`config.mk`:
```
export PLATFORM = sky130hd
export DESIGN_NAME = encoder_output_compare
export DESIGN_NICKNAME = d
export VERILOG_FILES = /design/src/core/encoder_output_compare_pkg.sv /design/src/core/latch_filter.sv /design/src/core/encoder_output_compare.sv
export SDC_FILE = /design/constraint.sdc
export NUM_CORES = 1
export LEC_CHECK = 0
export ABC_AREA = 1
export BUFFER_PORTS_ARGS = -buffer_cell sky130_fd_sc_hd__clkbuf_2
export CAP_MARGIN = 5
export CORE_ASPECT_RATIO = 1.1
export CORE_UTILIZATION = 40
export DETAILED_ROUTE_END_ITERATION = 10
export PLACE_DENSITY_LB_ADDON = 0.05
export SETUP_SLACK_MARGIN = 0.02
export SLEW_MARGIN = 20
export SYNTH_ARGS = -nofsm -noshare
export SYNTH_HDL_FRONTEND = slang
export SYNTH_SLANG_ARGS = --single-unit
```
`constraint.sdc`:
```
create_clock -name pclk -period 4.35 [get_ports pclk]
set_input_delay 0.2175 -clock pclk [delete_from_list [all_inputs] [get_ports pclk]]
set_output_delay 0.2175 -clock pclk [all_outputs]
set_load 0.05 [all_outputs]
```
`src/core/encoder_output_compare_pkg.sv`:
```
/*
 Constants, register map and encodings for the encoder output compare block.
 Assumes an APB master on pclk and a counter value sampled on the same clock.
*/
// Function
// - Software sets a 32-bit filter length counted in counter increments.
// - Rising latch edge stores counter in temporary buffer and starts filter.
// - Latch level change before filter expiry discards the buffered value.
// - After a discard the next same-direction edge buffers anew and restarts.
// - Undisturbed filter expiry moves rising buffer into rising latch result.
// - Falling edge buffered; on expiry written to falling result, done flag set.
// - Compare against on and off thresholds; inverted when on above off.
// - Threshold compare runs only while output functions are enabled.
// - Reaching on threshold sets output, status flag and indicator.
// - Reaching off threshold clears output, status flag and indicator.
// - Manual bit true sets output, status flag and indicator.
// - Manual bit false clears output, status flag and indicator.
// - Manual bit ignored while compare enabled; applied once it is cleared.
// - Safety link uses one of eight fixed checksums or a free one.
package encoder_output_compare_pkg;
    localparam logic [11:0] ADDR_CONTROL   = 12'h000;
    localparam logic [11:0] ADDR_FILTER    = 12'h004;
    localparam logic [11:0] ADDR_ON_THRESH = 12'h008;
    localparam logic [11:0] ADDR_OFF_THRESH= 12'h00C;
    localparam logic [11:0] ADDR_STATUS    = 12'h010;
    localparam logic [11:0] ADDR_LATCH_RISE= 12'h014;
    localparam logic [11:0] ADDR_LATCH_FALL= 12'h018;
    localparam logic [11:0] ADDR_IRQ_STAT  = 12'h01C;
    localparam logic [11:0] ADDR_IRQ_MASK  = 12'h020;
    localparam logic [11:0] ADDR_SAFE_MODE = 12'h024;
    localparam logic [11:0] ADDR_SAFE_FREE = 12'h028;
    localparam logic [11:0] ADDR_SAFE_POLY = 12'h02C;

    localparam int CTRL_SET_OUTPUT   = 0;
    localparam int CTRL_ENABLE_OUTFN = 1;
    localparam int CTRL_ENABLE_MEAS  = 2;

    localparam int STAT_OUTPUT       = 0;
    localparam int STAT_MEAS_DONE    = 1;

    localparam int IRQ_RISE_LATCHED  = 0;
    localparam int IRQ_FALL_LATCHED  = 1;
    localparam int IRQ_OUT_CHANGED   = 2;
    localparam int IRQ_WIDTH         = 3;

    localparam logic [31:0] RESET_FILTER = 32'h0000_0000;
    localparam logic [31:0] RESET_WORD   = 32'h0000_0000;
    localparam logic [3:0]  SAFE_MODE_FREE = 4'h8;
    localparam logic [15:0] SAFE_FREE_PREFIX = 16'h00FF;

    localparam logic [31:0] SAFE_POLY_1 = 32'h0001_7B0F;
    localparam logic [31:0] SAFE_POLY_2 = 32'h0001_571F;
    localparam logic [31:0] SAFE_POLY_3 = 32'h0001_1F95;
    localparam logic [31:0] SAFE_POLY_4 = 32'h0001_53F1;
    localparam logic [31:0] SAFE_POLY_5 = 32'h0001_F1D5;
    localparam logic [31:0] SAFE_POLY_6 = 32'h0001_663B;
    localparam logic [31:0] SAFE_POLY_7 = 32'h0001_B8CD;
    localparam logic [31:0] SAFE_POLY_8 = 32'h0001_E1BD;

    typedef enum logic [1:0] {
        MEAS_IDLE      = 2'b00,
        MEAS_RISE_FILT = 2'b01,
        MEAS_HIGH      = 2'b10,
        MEAS_FALL_FILT = 2'b11
    } meas_state_type;
endpackage

```
`src/core/latch_filter.sv`:
```
/*
 Filtered workpiece measurement on the external latch input.
 Assumes latch_level already synchronised and counter_value on pclk.
*/
`timescale 1ns/1ps
`default_nettype none
module latch_filter
    import encoder_output_compare_pkg::*;
(
    input  wire logic        pclk,
    input  wire logic        presetn,
    input  wire logic        enable,
    input  wire logic        latch_level,
    input  wire logic [31:0] counter_value,
    input  wire logic [31:0] filter_value,
    output logic [31:0]      rise_value,
    output logic [31:0]      fall_value,
    output logic             rise_pulse,
    output logic             fall_pulse
);
    import encoder_output_compare_pkg::*;

    typedef struct packed {
        meas_state_type state;
        logic           last_level;
        logic [31:0]    held;
        logic [31:0]    start_count;
        logic [31:0]    rise_value;
        logic [31:0]    fall_value;
        logic           rise_pulse;
        logic           fall_pulse;
    } filt_state_type;

    filt_state_type cur;
    filt_state_type next_cur;
    logic [31:0]    travelled;

    always_comb begin
        next_cur = cur;
        next_cur.rise_pulse = 1'b0;
        next_cur.fall_pulse = 1'b0;
        next_cur.last_level = latch_level;
        // Distance in increments, either count direction
        travelled = (counter_value >= cur.start_count) ? counter_value - cur.start_count
                                                       : cur.start_count - counter_value;
        if (!enable) begin
            next_cur.state = MEAS_IDLE;
        end else begin
            case (cur.state)
                MEAS_IDLE: begin
                    if (latch_level && !cur.last_level) begin
                        next_cur.held = counter_value;
                        next_cur.start_count = counter_value;
                        next_cur.state = MEAS_RISE_FILT;
                    end
                end
                MEAS_RISE_FILT: begin
                    if (!latch_level) begin
                        next_cur.state = MEAS_IDLE;
                    end else if (travelled >= filter_value) begin
                        next_cur.rise_value = cur.held;
                        next_cur.rise_pulse = 1'b1;
                        next_cur.state = MEAS_HIGH;
                    end
                end
                MEAS_HIGH: begin
                    if (!latch_level && cur.last_level) begin
                        next_cur.held = counter_value;
                        next_cur.start_count = counter_value;
                        next_cur.state = MEAS_FALL_FILT;
                    end
                end
                MEAS_FALL_FILT: begin
                    if (latch_level) begin
                        next_cur.state = MEAS_HIGH;
                    end else if (travelled >= filter_value) begin
                        next_cur.fall_value = cur.held;
                        next_cur.fall_pulse = 1'b1;
                        next_cur.state = MEAS_IDLE;
                    end
                end
                default: next_cur.state = MEAS_IDLE;
            endcase
        end
    end

    always_ff @(posedge pclk or negedge presetn) begin
        if (!presetn) begin
            cur <= '0;
        end else begin
            cur <= next_cur;
        end
    end

    assign rise_value = cur.rise_value;
    assign fall_value = cur.fall_value;
    assign rise_pulse = cur.rise_pulse;
    assign fall_pulse = cur.fall_pulse;
endmodule
`default_nettype wire

```
`src/core/encoder_output_compare.sv`:
```
/*
 APB slave with digital output compare, manual output, filtered latch
 measurement and safety link checksum selection.
 Assumes counter_value comes from the counter core on pclk; latch_pin is
 asynchronous.
*/
// The register offsets and the APB register port were decided locally.
`timescale 1ns/1ps
`default_nettype none
module encoder_output_compare
    import encoder_output_compare_pkg::*;
(
    input  wire logic        pclk,
    input  wire logic        presetn,
    input  wire logic        psel,
    input  wire logic        penable,
    input  wire logic        pwrite,
    input  wire logic [11:0] paddr,
    input  wire logic [31:0] pwdata,
    input  wire logic [3:0]  pstrb,
    output logic [31:0]      prdata,
    output logic             pready,
    output logic             pslverr,
    input  wire logic [31:0] counter_value,
    input  wire logic        latch_pin,
    output logic             digital_out,
    output logic             status_led,
    output logic [31:0]      safety_poly,
    output logic             safety_poly_ok,
    output logic             irq
);
    import encoder_output_compare_pkg::*;

    typedef struct packed {
        logic [1:0]     latch_sync;
        logic [2:0]     control;
        logic [31:0]    filter;
        logic [31:0]    on_thresh;
        logic [31:0]    off_thresh;
        logic           out_state;
        logic           meas_done;
        logic [IRQ_WIDTH-1:0] irq_stat;
        logic [IRQ_WIDTH-1:0] irq_mask;
        logic [3:0]     safe_mode;
        logic [31:0]    safe_free;
        logic [31:0]    prdata;
        logic           pslverr;
    } top_state_type;

    top_state_type cur;
    top_state_type next_cur;

    logic        access;
    logic        wr;
    logic [31:0] rise_value;
    logic [31:0] fall_value;
    logic        rise_pulse;
    logic        fall_pulse;
    logic        cmp_on;
    logic [31:0] poly_sel;
    logic [31:0] rd_word;
    logic        mapped;

    function automatic logic [31:0] merge_bytes(input logic [31:0] old_word,
                                                input logic [31:0] new_word,
                                                input logic [3:0]  strobes);
        logic [31:0] res;
        res = old_word;
        for (int i = 0; i < 4; i++) begin
            if (strobes[i]) begin
                res[i*8 +: 8] = new_word[i*8 +: 8];
            end
        end
        return res;
    endfunction

    // Fixed checksum table, mode 0..7; free value in modes 8..15
    function automatic logic [31:0] poly_of(input logic [3:0] mode, input logic [31:0] free);
        case (mode)
            4'h0: poly_of = SAFE_POLY_1;
            4'h1: poly_of = SAFE_POLY_2;
            4'h2: poly_of = SAFE_POLY_3;
            4'h3: poly_of = SAFE_POLY_4;
            4'h4: poly_of = SAFE_POLY_5;
            4'h5: poly_of = SAFE_POLY_6;
            4'h6: poly_of = SAFE_POLY_7;
            4'h7: poly_of = SAFE_POLY_8;
            default: poly_of = free;
        endcase
    endfunction

    latch_filter u_latch_filter (
        .pclk          (pclk),
        .presetn       (presetn),
        .enable        (cur.control[CTRL_ENABLE_MEAS]),
        .latch_level   (cur.latch_sync[1]),
        .counter_value (counter_value),
        .filter_value  (cur.filter),
        .rise_value    (rise_value),
        .fall_value    (fall_value),
        .rise_pulse    (rise_pulse),
        .fall_pulse    (fall_pulse)
    );

    assign access = psel && penable;
    assign wr     = access && pwrite;
    assign poly_sel = poly_of(cur.safe_mode, cur.safe_free);

    always_comb begin
        rd_word = 32'h0000_0000;
        mapped  = 1'b1;
        if (paddr == ADDR_CONTROL) begin
            rd_word = {29'h0, cur.control};
        end else if (paddr == ADDR_FILTER) begin
            rd_word = cur.filter;
        end else if (paddr == ADDR_ON_THRESH) begin
            rd_word = cur.on_thresh;
        end else if (paddr == ADDR_OFF_THRESH) begin
            rd_word = cur.off_thresh;
        end else if (paddr == ADDR_STATUS) begin
            rd_word = {30'h0, cur.meas_done, cur.out_state};
        end else if (paddr == ADDR_LATCH_RISE) begin
            rd_word = rise_value;
        end else if (paddr == ADDR_LATCH_FALL) begin
            rd_word = fall_value;
        end else if (paddr == ADDR_IRQ_STAT) begin
            rd_word = {29'h0, cur.irq_stat};
        end else if (paddr == ADDR_IRQ_MASK) begin
            rd_word = {29'h0, cur.irq_mask};
        end else if (paddr == ADDR_SAFE_MODE) begin
            rd_word = {28'h0, cur.safe_mode};
        end else if (paddr == ADDR_SAFE_FREE) begin
            rd_word = cur.safe_free;
        end else if (paddr == ADDR_SAFE_POLY) begin
            rd_word = poly_sel;
        end else begin
            mapped = 1'b0;
        end
    end

    always_comb begin
        next_cur = cur;
        next_cur.latch_sync = {cur.latch_sync[0], latch_pin};
        cmp_on = cur.out_state;

        if (wr && mapped) begin
            if (paddr == ADDR_CONTROL) begin
                next_cur.control = pstrb[0] ? pwdata[2:0] : cur.control;
            end else if (paddr == ADDR_FILTER) begin
                next_cur.filter = merge_bytes(cur.filter, pwdata, pstrb);
            end else if (paddr == ADDR_ON_THRESH) begin
                next_cur.on_thresh = merge_bytes(cur.on_thresh, pwdata, pstrb);
            end else if (paddr == ADDR_OFF_THRESH) begin
                next_cur.off_thresh = merge_bytes(cur.off_thresh, pwdata, pstrb);
            end else if (paddr == ADDR_IRQ_MASK) begin
                next_cur.irq_mask = pstrb[0] ? pwdata[IRQ_WIDTH-1:0] : cur.irq_mask;
            end else if (paddr == ADDR_SAFE_MODE) begin
                next_cur.safe_mode = pstrb[0] ? pwdata[3:0] : cur.safe_mode;
            end else if (paddr == ADDR_SAFE_FREE) begin
                next_cur.safe_free = merge_bytes(cur.safe_free, pwdata, pstrb);
            end
        end

        // Uses the live counter so a crossing is caught on the update that reaches it
        if (cur.control[CTRL_ENABLE_OUTFN]) begin
            if (cur.on_thresh <= cur.off_thresh) begin
                if (counter_value >= cur.off_thresh) begin
                    cmp_on = 1'b0;
                end else if (counter_value >= cur.on_thresh) begin
                    cmp_on = 1'b1;
                end
            end else begin
                // Inverted window: on above off
                if (counter_value <= cur.off_thresh) begin
                    cmp_on = 1'b0;
                end else if (counter_value >= cur.on_thresh) begin
                    cmp_on = 1'b1;
                end
            end
        end else begin
            // Manual bit only acts once compare is off
            cmp_on = cur.control[CTRL_SET_OUTPUT];
        end
        next_cur.out_state = cmp_on;

        // Disabled measurement clears done; expiry of falling filter sets it
        if (fall_pulse) begin
            next_cur.meas_done = 1'b1;
        end else if (!cur.control[CTRL_ENABLE_MEAS]) begin
            next_cur.meas_done = 1'b0;
        end

        if (wr && paddr == ADDR_IRQ_STAT && pstrb[0]) begin
            next_cur.irq_stat = cur.irq_stat & ~pwdata[IRQ_WIDTH-1:0];
        end
        // Set after clear so a same-cycle event survives
        if (rise_pulse) begin
            next_cur.irq_stat[IRQ_RISE_LATCHED] = 1'b1;
        end
        if (fall_pulse) begin
            next_cur.irq_stat[IRQ_FALL_LATCHED] = 1'b1;
        end
        if (cmp_on != cur.out_state) begin
            next_cur.irq_stat[IRQ_OUT_CHANGED] = 1'b1;
        end

        // Taken in the setup cycle: prdata comes from a flop with no wait state,
        // as the address holds through the access phase
        if (psel && !penable) begin
            next_cur.prdata  = mapped ? rd_word : 32'h0000_0000;
            next_cur.pslverr = !mapped;
        end
    end

    always_ff @(posedge pclk or negedge presetn) begin
        if (!presetn) begin
            cur <= '0;
        end else begin
            cur <= next_cur;
        end
    end

    // Zero wait states: unmapped addresses answer with an error
    assign pready         = 1'b1;
    assign pslverr        = access && cur.pslverr;
    assign prdata         = cur.prdata;
    assign digital_out    = cur.out_state;
    assign status_led     = cur.out_state;
    assign safety_poly    = poly_sel;
    // Free value must begin with the prefix; flagged, not enforced
    assign safety_poly_ok = (cur.safe_mode < SAFE_MODE_FREE)
                            || (cur.safe_free[31:16] == SAFE_FREE_PREFIX);
    assign irq            = |(cur.irq_stat & cur.irq_mask);
endmodule
`default_nettype wire

```
Word level (Yosys, flattened, before mapping)
Cells that the tools add are included.

storage, ports and cells
  bits in registers = 311
  bits in latches = 0
  memory bits (writable) = 0
  ROM bits = 0
  input port bits = 86
  output and inout port bits = 70
  memories = 0

operators by class
  add/sub/neg operators = 2
  multipliers = 0
  div/mod/pow operators = 0
  order comparisons = 7
  equality and inequality tests = 30
  shifts and indexed selects = 0
  multiplexer cells = 55
  bitwise operators = 10
  reduce and logical (&&, ||, !) cells = 45

operator list
  cell                   number
  $mux W32               14
  $pmux W32 S8           1
  $ge A32 B32 Y1         4
  $mux W64               2
  $pmux W64 S2           1
  $le A32 B32 Y1         2
  $sub A32 B32 Y32       2
  $eq A12 B5 Y1 const B  4
  $eq A12 B6 Y1 const B  4
  $reduce_and A9 Y1      4
  $reduce_and A4 Y1      8
  $mux W1                27
  $eq A12 B4 Y1 const B  2
  $reduce_and A6 Y1      4
  $reduce_and A5 Y1      4
  $eq A16 B8 Y1 const B  1
  $eq A4 B3 Y1 const B   4
  $mux W2                8
  $eq A12 B3 Y1 const B  1
  $logic_not A12 Y1      1
  $logic_and A1 B1 Y1    9
  $eq A4 B2 Y1 const B   2
  $ne A4 B3 Y1 const B   2
  $pmux W2 S4            1
  other kinds (20)       37

Depth between registers and ports, before layout
  word-level depth = 15
  mapped depth = 30
  gate-level depth less buffers = 27

Modules after synthesis
Synthesis repeated with hierarchy kept, for this count alone.

unflattened totals
  cell total of the unflattened synthesis = 3331
  area total of the unflattened synthesis = 22620.4 um2

by module, submodules not included
  module                  instances  cells an instance  area an instance (um2)  seq. area each (um2)
  encoder_output_compare  1          1633               12161.7                 4454.3
  latch_filter            1          1698               10458.8                 2527.4

Worst setup path after synthesis
Ideal clock, no wire load.

  path kind = flip-flop to flip-flop
  from = reg u_latch_filter.cur[66] (netlist name)
  to = reg u_latch_filter.cur, in the netlist u_latch_filter.rise_value[10]
  setup time = 130 ps
  arrival time = 3794 ps
  data required time = 4220 ps
  slack = 426 ps
  cell stages (with the launch flop) = 28
  path buffers = 3
  period minus slack after synthesis = 3924 ps
  cells stage by stage = dfrtp_1 ha_1 inv_1 fa_1 inv_1 o21a_1 o21bai_2 nand2_1 nand2_1 nand2_1 nand3_2 inv_2 buf_2 nand2_1 nand2_1 inv_1 ha_1 nand2_1 nor2_1 nand2_1 nor4_1 nand4_1 nand3_1 nand2_1 clkbuf_1 clkbuf_1 nand2_1 o21ai_0

on the way
  longest elaborated chain between the ends = 4
  elaborated cells on any way between the ends = 6
  those cells by class = 2 x add/sub; 2 x order compare; 1 x mux; 1 x reduce/logical

RTL lines
  element                                         line                RTL
  start: declaration                              latch_filter.sv:34  filt_state_type cur;
  start signal: assignment                        latch_filter.sv:91  cur <= next_cur;
  $sub A32 B32 Y32, or another cell as far along  latch_filter.sv:45  : cur.start_count - counter_value;
  $mux W32 (*)                                    latch_filter.sv:44  travelled = (counter_value >= cur.start_count) ? counter_value - cur.start_count
  $ge A32 B32 Y1 (*)                              latch_filter.sv:60  end else if (travelled >= filter_value) begin
  $reduce_and A4 Y1 (no line) (*)                 -

Mark *: on every way between the ends. The rest lies on a longest branch, timed or not.
A chain may end at the register's enable or synchronous reset.

Worst setup path in the final report
  from = reg u_latch_filter.cur[75] (netlist name)
  to = reg u_latch_filter.cur, in the netlist u_latch_filter.rise_value[9]

Same word-level chain as after synthesis.

==> results.yml <==
outcome:
  outcome: "finished with violations"
  violations_in_the_final_reports: "design-rule violations"
route:
  detail_route.first_pass.iterations: 11
  wirelength_routed_mm: 78.02
  antenna_violating_nets_post_route: 0
  drc: 10
  vias_per_cell: 5.200
  detail_route.wl_per_cell_um: 20.48
  drtIter0Drc: 1485
  total_vias_in_the_final_route: 19810
cts:
  clock_root_cell: "clkbuf_16"
  cts_tree: "done"
  path_clk_slew_ps: 60
  cts-htree-levels: 2
  max-clock-path-buffers: 3
  cts_buffers: 35
  cts.sinks: 279
  insertion_delay_to_the_later_sink_of_the_worst_skew_pair_ps: 550
sta:
  max_freq_mhz: 241.1
  worst_clock_skew_ps: 21.70
  timing_worst_slew_pin_value_ps: 1010
  post-route-period-util: 0.9536
  setup_violations: 0
  final_number_of_max_transition_violations: 0
  fin_crit_ps: 4148
  slew_headroom: 0.3265
  hold_viol_final: 0
placement:
  dpl.hpwl_mm: 62.75
  place.port_buffers: 154
  post-place-cells: 3710
  gpl.final_weighted_congestion: 1.005
global_routing:
  grt_antenna_before_repair: 1
  grt_pass1_vias: 19300
  grt_max_degree: 113
  grt_first_pass_wirelength_mm: 116.9
  grt_util_all_layers: 0.2924
  residual_overflow_from_global_routing: 0
setup_path:
  critPathMaxFanout: 33
  critical_path.startpoint_type: "register"
  worst-setup-path-type: "reg -> reg"
  reg2reg_from: "u_latch_filter.cur[75]"
  timing.reg2reg.setup_slack_ps: 200
  cp_arrival_ps: 4590
  crit_path_end_kind: "register"
  rr_endpoint: "u_latch_filter.rise_value[9]"
  worst-endpoint-required_ps: 4790
  reg2reg_depth: 25
logic_synthesis:
  yosysTopAreaCell: "dfrtp_1"
  yosysWarningCount: 0
  syn_area_per_cell_um2: 7.204
  ys_top_cells_by_area: "dfrtp_1 33%, nand2_1 15%, ha_1 11%, inv_1 7.0%, o21ai_0 5.4%"
  synthDominantCellAreaShare: 0.3333
  ys_seq_area_frac: 0.3333
  synth-seq-cells: 279
  synth_area_um2: 20950
  yosys.cell_types.count: 56
  synth_fp_nets: 3187
  post_synth_inst_count: 2908
layout:
  layout.nets: 3397
  number_of_standard_cells_in_the_layout_taps_in_and_fillers_out: 3810
  layout_cells_sized_above_1: 0.1578
  num_antenna_cells: 0
  synthToLayoutAreaGrowth_pct: 17.02
min_path:
  hold_path.startpoint: "pwdata[5]"
  hold_path_depth: 3
  worst_hold_path_type: "in -> reg"
  holdPathEnd: "cur[146]"
floorplan:
  ios: 156
  floorplan.initialDensity: 0.4069
  fp-row-count: 87
  die-width_um: 220.2
  fp.dieH_um: 242.0
  core_um2: 51490
  die_area_um2: 53300
flow_run:
  maxCapViolations: 0
power:
  cellLeakagePower_nw: 12.96
  power_density_nw_per_um2: 264.1
  finalPower_w: 0.006475
  vdd.ir_drop.worst_v: 0.0002734
-- sequential cells by signal, summed over array words and instances, names as in the netlist --
register / cells
cur: 145
digital_out: 1
u_latch_filter.cur: 35
u_latch_filter.rise_value: 32
prdata: 32
u_latch_filter.fall_pulse: 1
u_latch_filter.rise_pulse: 1
u_latch_filter.fall_value: 32
-- critical path: stages, from the launching register on --
cell and delay, ps:
dfrtp_1 420, ha_4 240, buf_4 150, nand2_1 220
nor2_1 100, nor2_2 210, nor2_1 90, o21ai_0 220
nand3_1 240, nand2_1 120, nand2_1 60, xor2_1 140
nand2_1 60, nand2_1 100, inv_1 50, ha_1 260
nand2_1 90, nor2_4 130, nand2_1 80, nor4_2 160
buf_4 160, nand4_1 110, nand3_2 130, nand2_2 90
buf_12 190, o21ai_0 200
-- routing by layer --
metal,part of all wire,track usage,vias up
met4,0.051,0.1398,2
met3,0.043,0.02574,130
met2,0.48,0.4868,549
met5,0.00017,0,-
li1,-,-,9757
met1,0.43,0.3783,9373
-- how the worst max path moves through the flow --
stage / start / end / slack (ps) / cells past startpoint
4_1_cts: u_latch_filter.cur[97] / u_latch_filter.rise_value[9] / 20 / 24
6_report: u_latch_filter.cur[75] / u_latch_filter.rise_value[9] / 200 / 25
3_5_place_dp: counter_value[14] / u_latch_filter.rise_value[8] / -130 / 23
3_3_place_gp: counter_value[14] / u_latch_filter.rise_value[8] / -100 / 24
5_1_grt: u_latch_filter.cur[88] / u_latch_filter.fall_value[14] / -70 / 26
2_1_floorplan: u_latch_filter.cur[66] / u_latch_filter.rise_value[10] / 430 / 27
-- final cells by class --
class	instances	area [um^2]
Clock inverter	11	173.9
Sequential cell	279	6982
Fill cell	5338	26970
Clock buffer	51	1017
Tap cell	667	834.6
Timing Repair Buffer	290	2006
Inverter	408	1541
Multi-Input combinational cell	2104	11960
-- through the flow --
step	utilization	hold slack, ps	instance area, um^2	TNS, ps	setup slack, ps
detailed placement	0.4409	328.9	22700	-4640	-126.2
finish	0.4761	10.97	24520	0	201.8
global placement	0.4409	329.5	22700	-5890	-102.4
global route	0.4761	14.56	24520	-1734	-73.71
CTS	0.4713	0.5020	24270	0	20.77
floorplan	-	-78.09	20950	0	425.8
-- cells in the mapped netlist (all sizes together) --
library cell,instances
a211oi,3
a21boi,4
a21o,15
a21oi,178
a22oi,1
a31oi,5
and3,4
buf,77
clkbuf,40
clkinv,1
conb,1
dfrtp,279
fa,2
ha,191
inv,407
nand2,845
nand3,95
nand3b,1
nand4,29
nor2,229
nor2b,1
nor3,21
nor4,6
o2111ai,3
o211ai,19
o21a,13
o21ai,342
o21bai,11
o221ai,1
o22ai,17
o31ai,4
o41ai,1
or2,6
xnor2,4
xor2,52
-- power by group --
part / internal, W / switching, W / leakage (nW) / total, W
combinational: 0.000284 / 0.000516 / 8.67 / 0.000800
clock: 0.00187 / 0.00121 / 0.586 / 0.00308
sequential: 0.00260 / 0.00000103 / 3.71 / 0.00260
total: 0.00475 / 0.00173 / 13.0 / 0.00647
-- kinds of logic after synthesis --
group | after synthesis | synth area share
other cells | 1 | 0.0001790
fa+ha+maj | 193 | 0.1160
buf+inv | 525 | 0.1079
simple gates | 1237 | 0.2504
flops | 279 | 0.3333
compound gates | 617 | 0.1689
xor+xnor | 56 | 0.02341
-- cell usage in the layout (no fill, tap or decap), types with 17 or more instances in the layout --
cell type	Yosys	layout
dfrtp_1	279	279
nor2_2	7	21
ha_1	191	178
o21ai_1	58	70
nor3_1	19	18
clkbuf_2	3	153
dlygate4sd3_1	0	35
clkbuf_16	0	36
nand3_1	85	84
buf_4	36	91
inv_1	393	392
nand2_1	820	814
o21ai_0	224	212
nand4_1	28	28
nor2_1	215	198
o211ai_1	19	19
o22ai_1	17	17
a21oi_1	178	169
xor2_1	52	52
o21ai_2	60	60
-- what timing repair did --
item | CTS | global route
hold endpoints to repair | 164 | 0
buffers inserted | 1 | 2
resized for setup | 6 | 68
hold buffers | 35 | 0
endpoints found under the setup margin | 64 | 68
pin swaps | 1 | 8
Power figures use the tool's default switching activity.
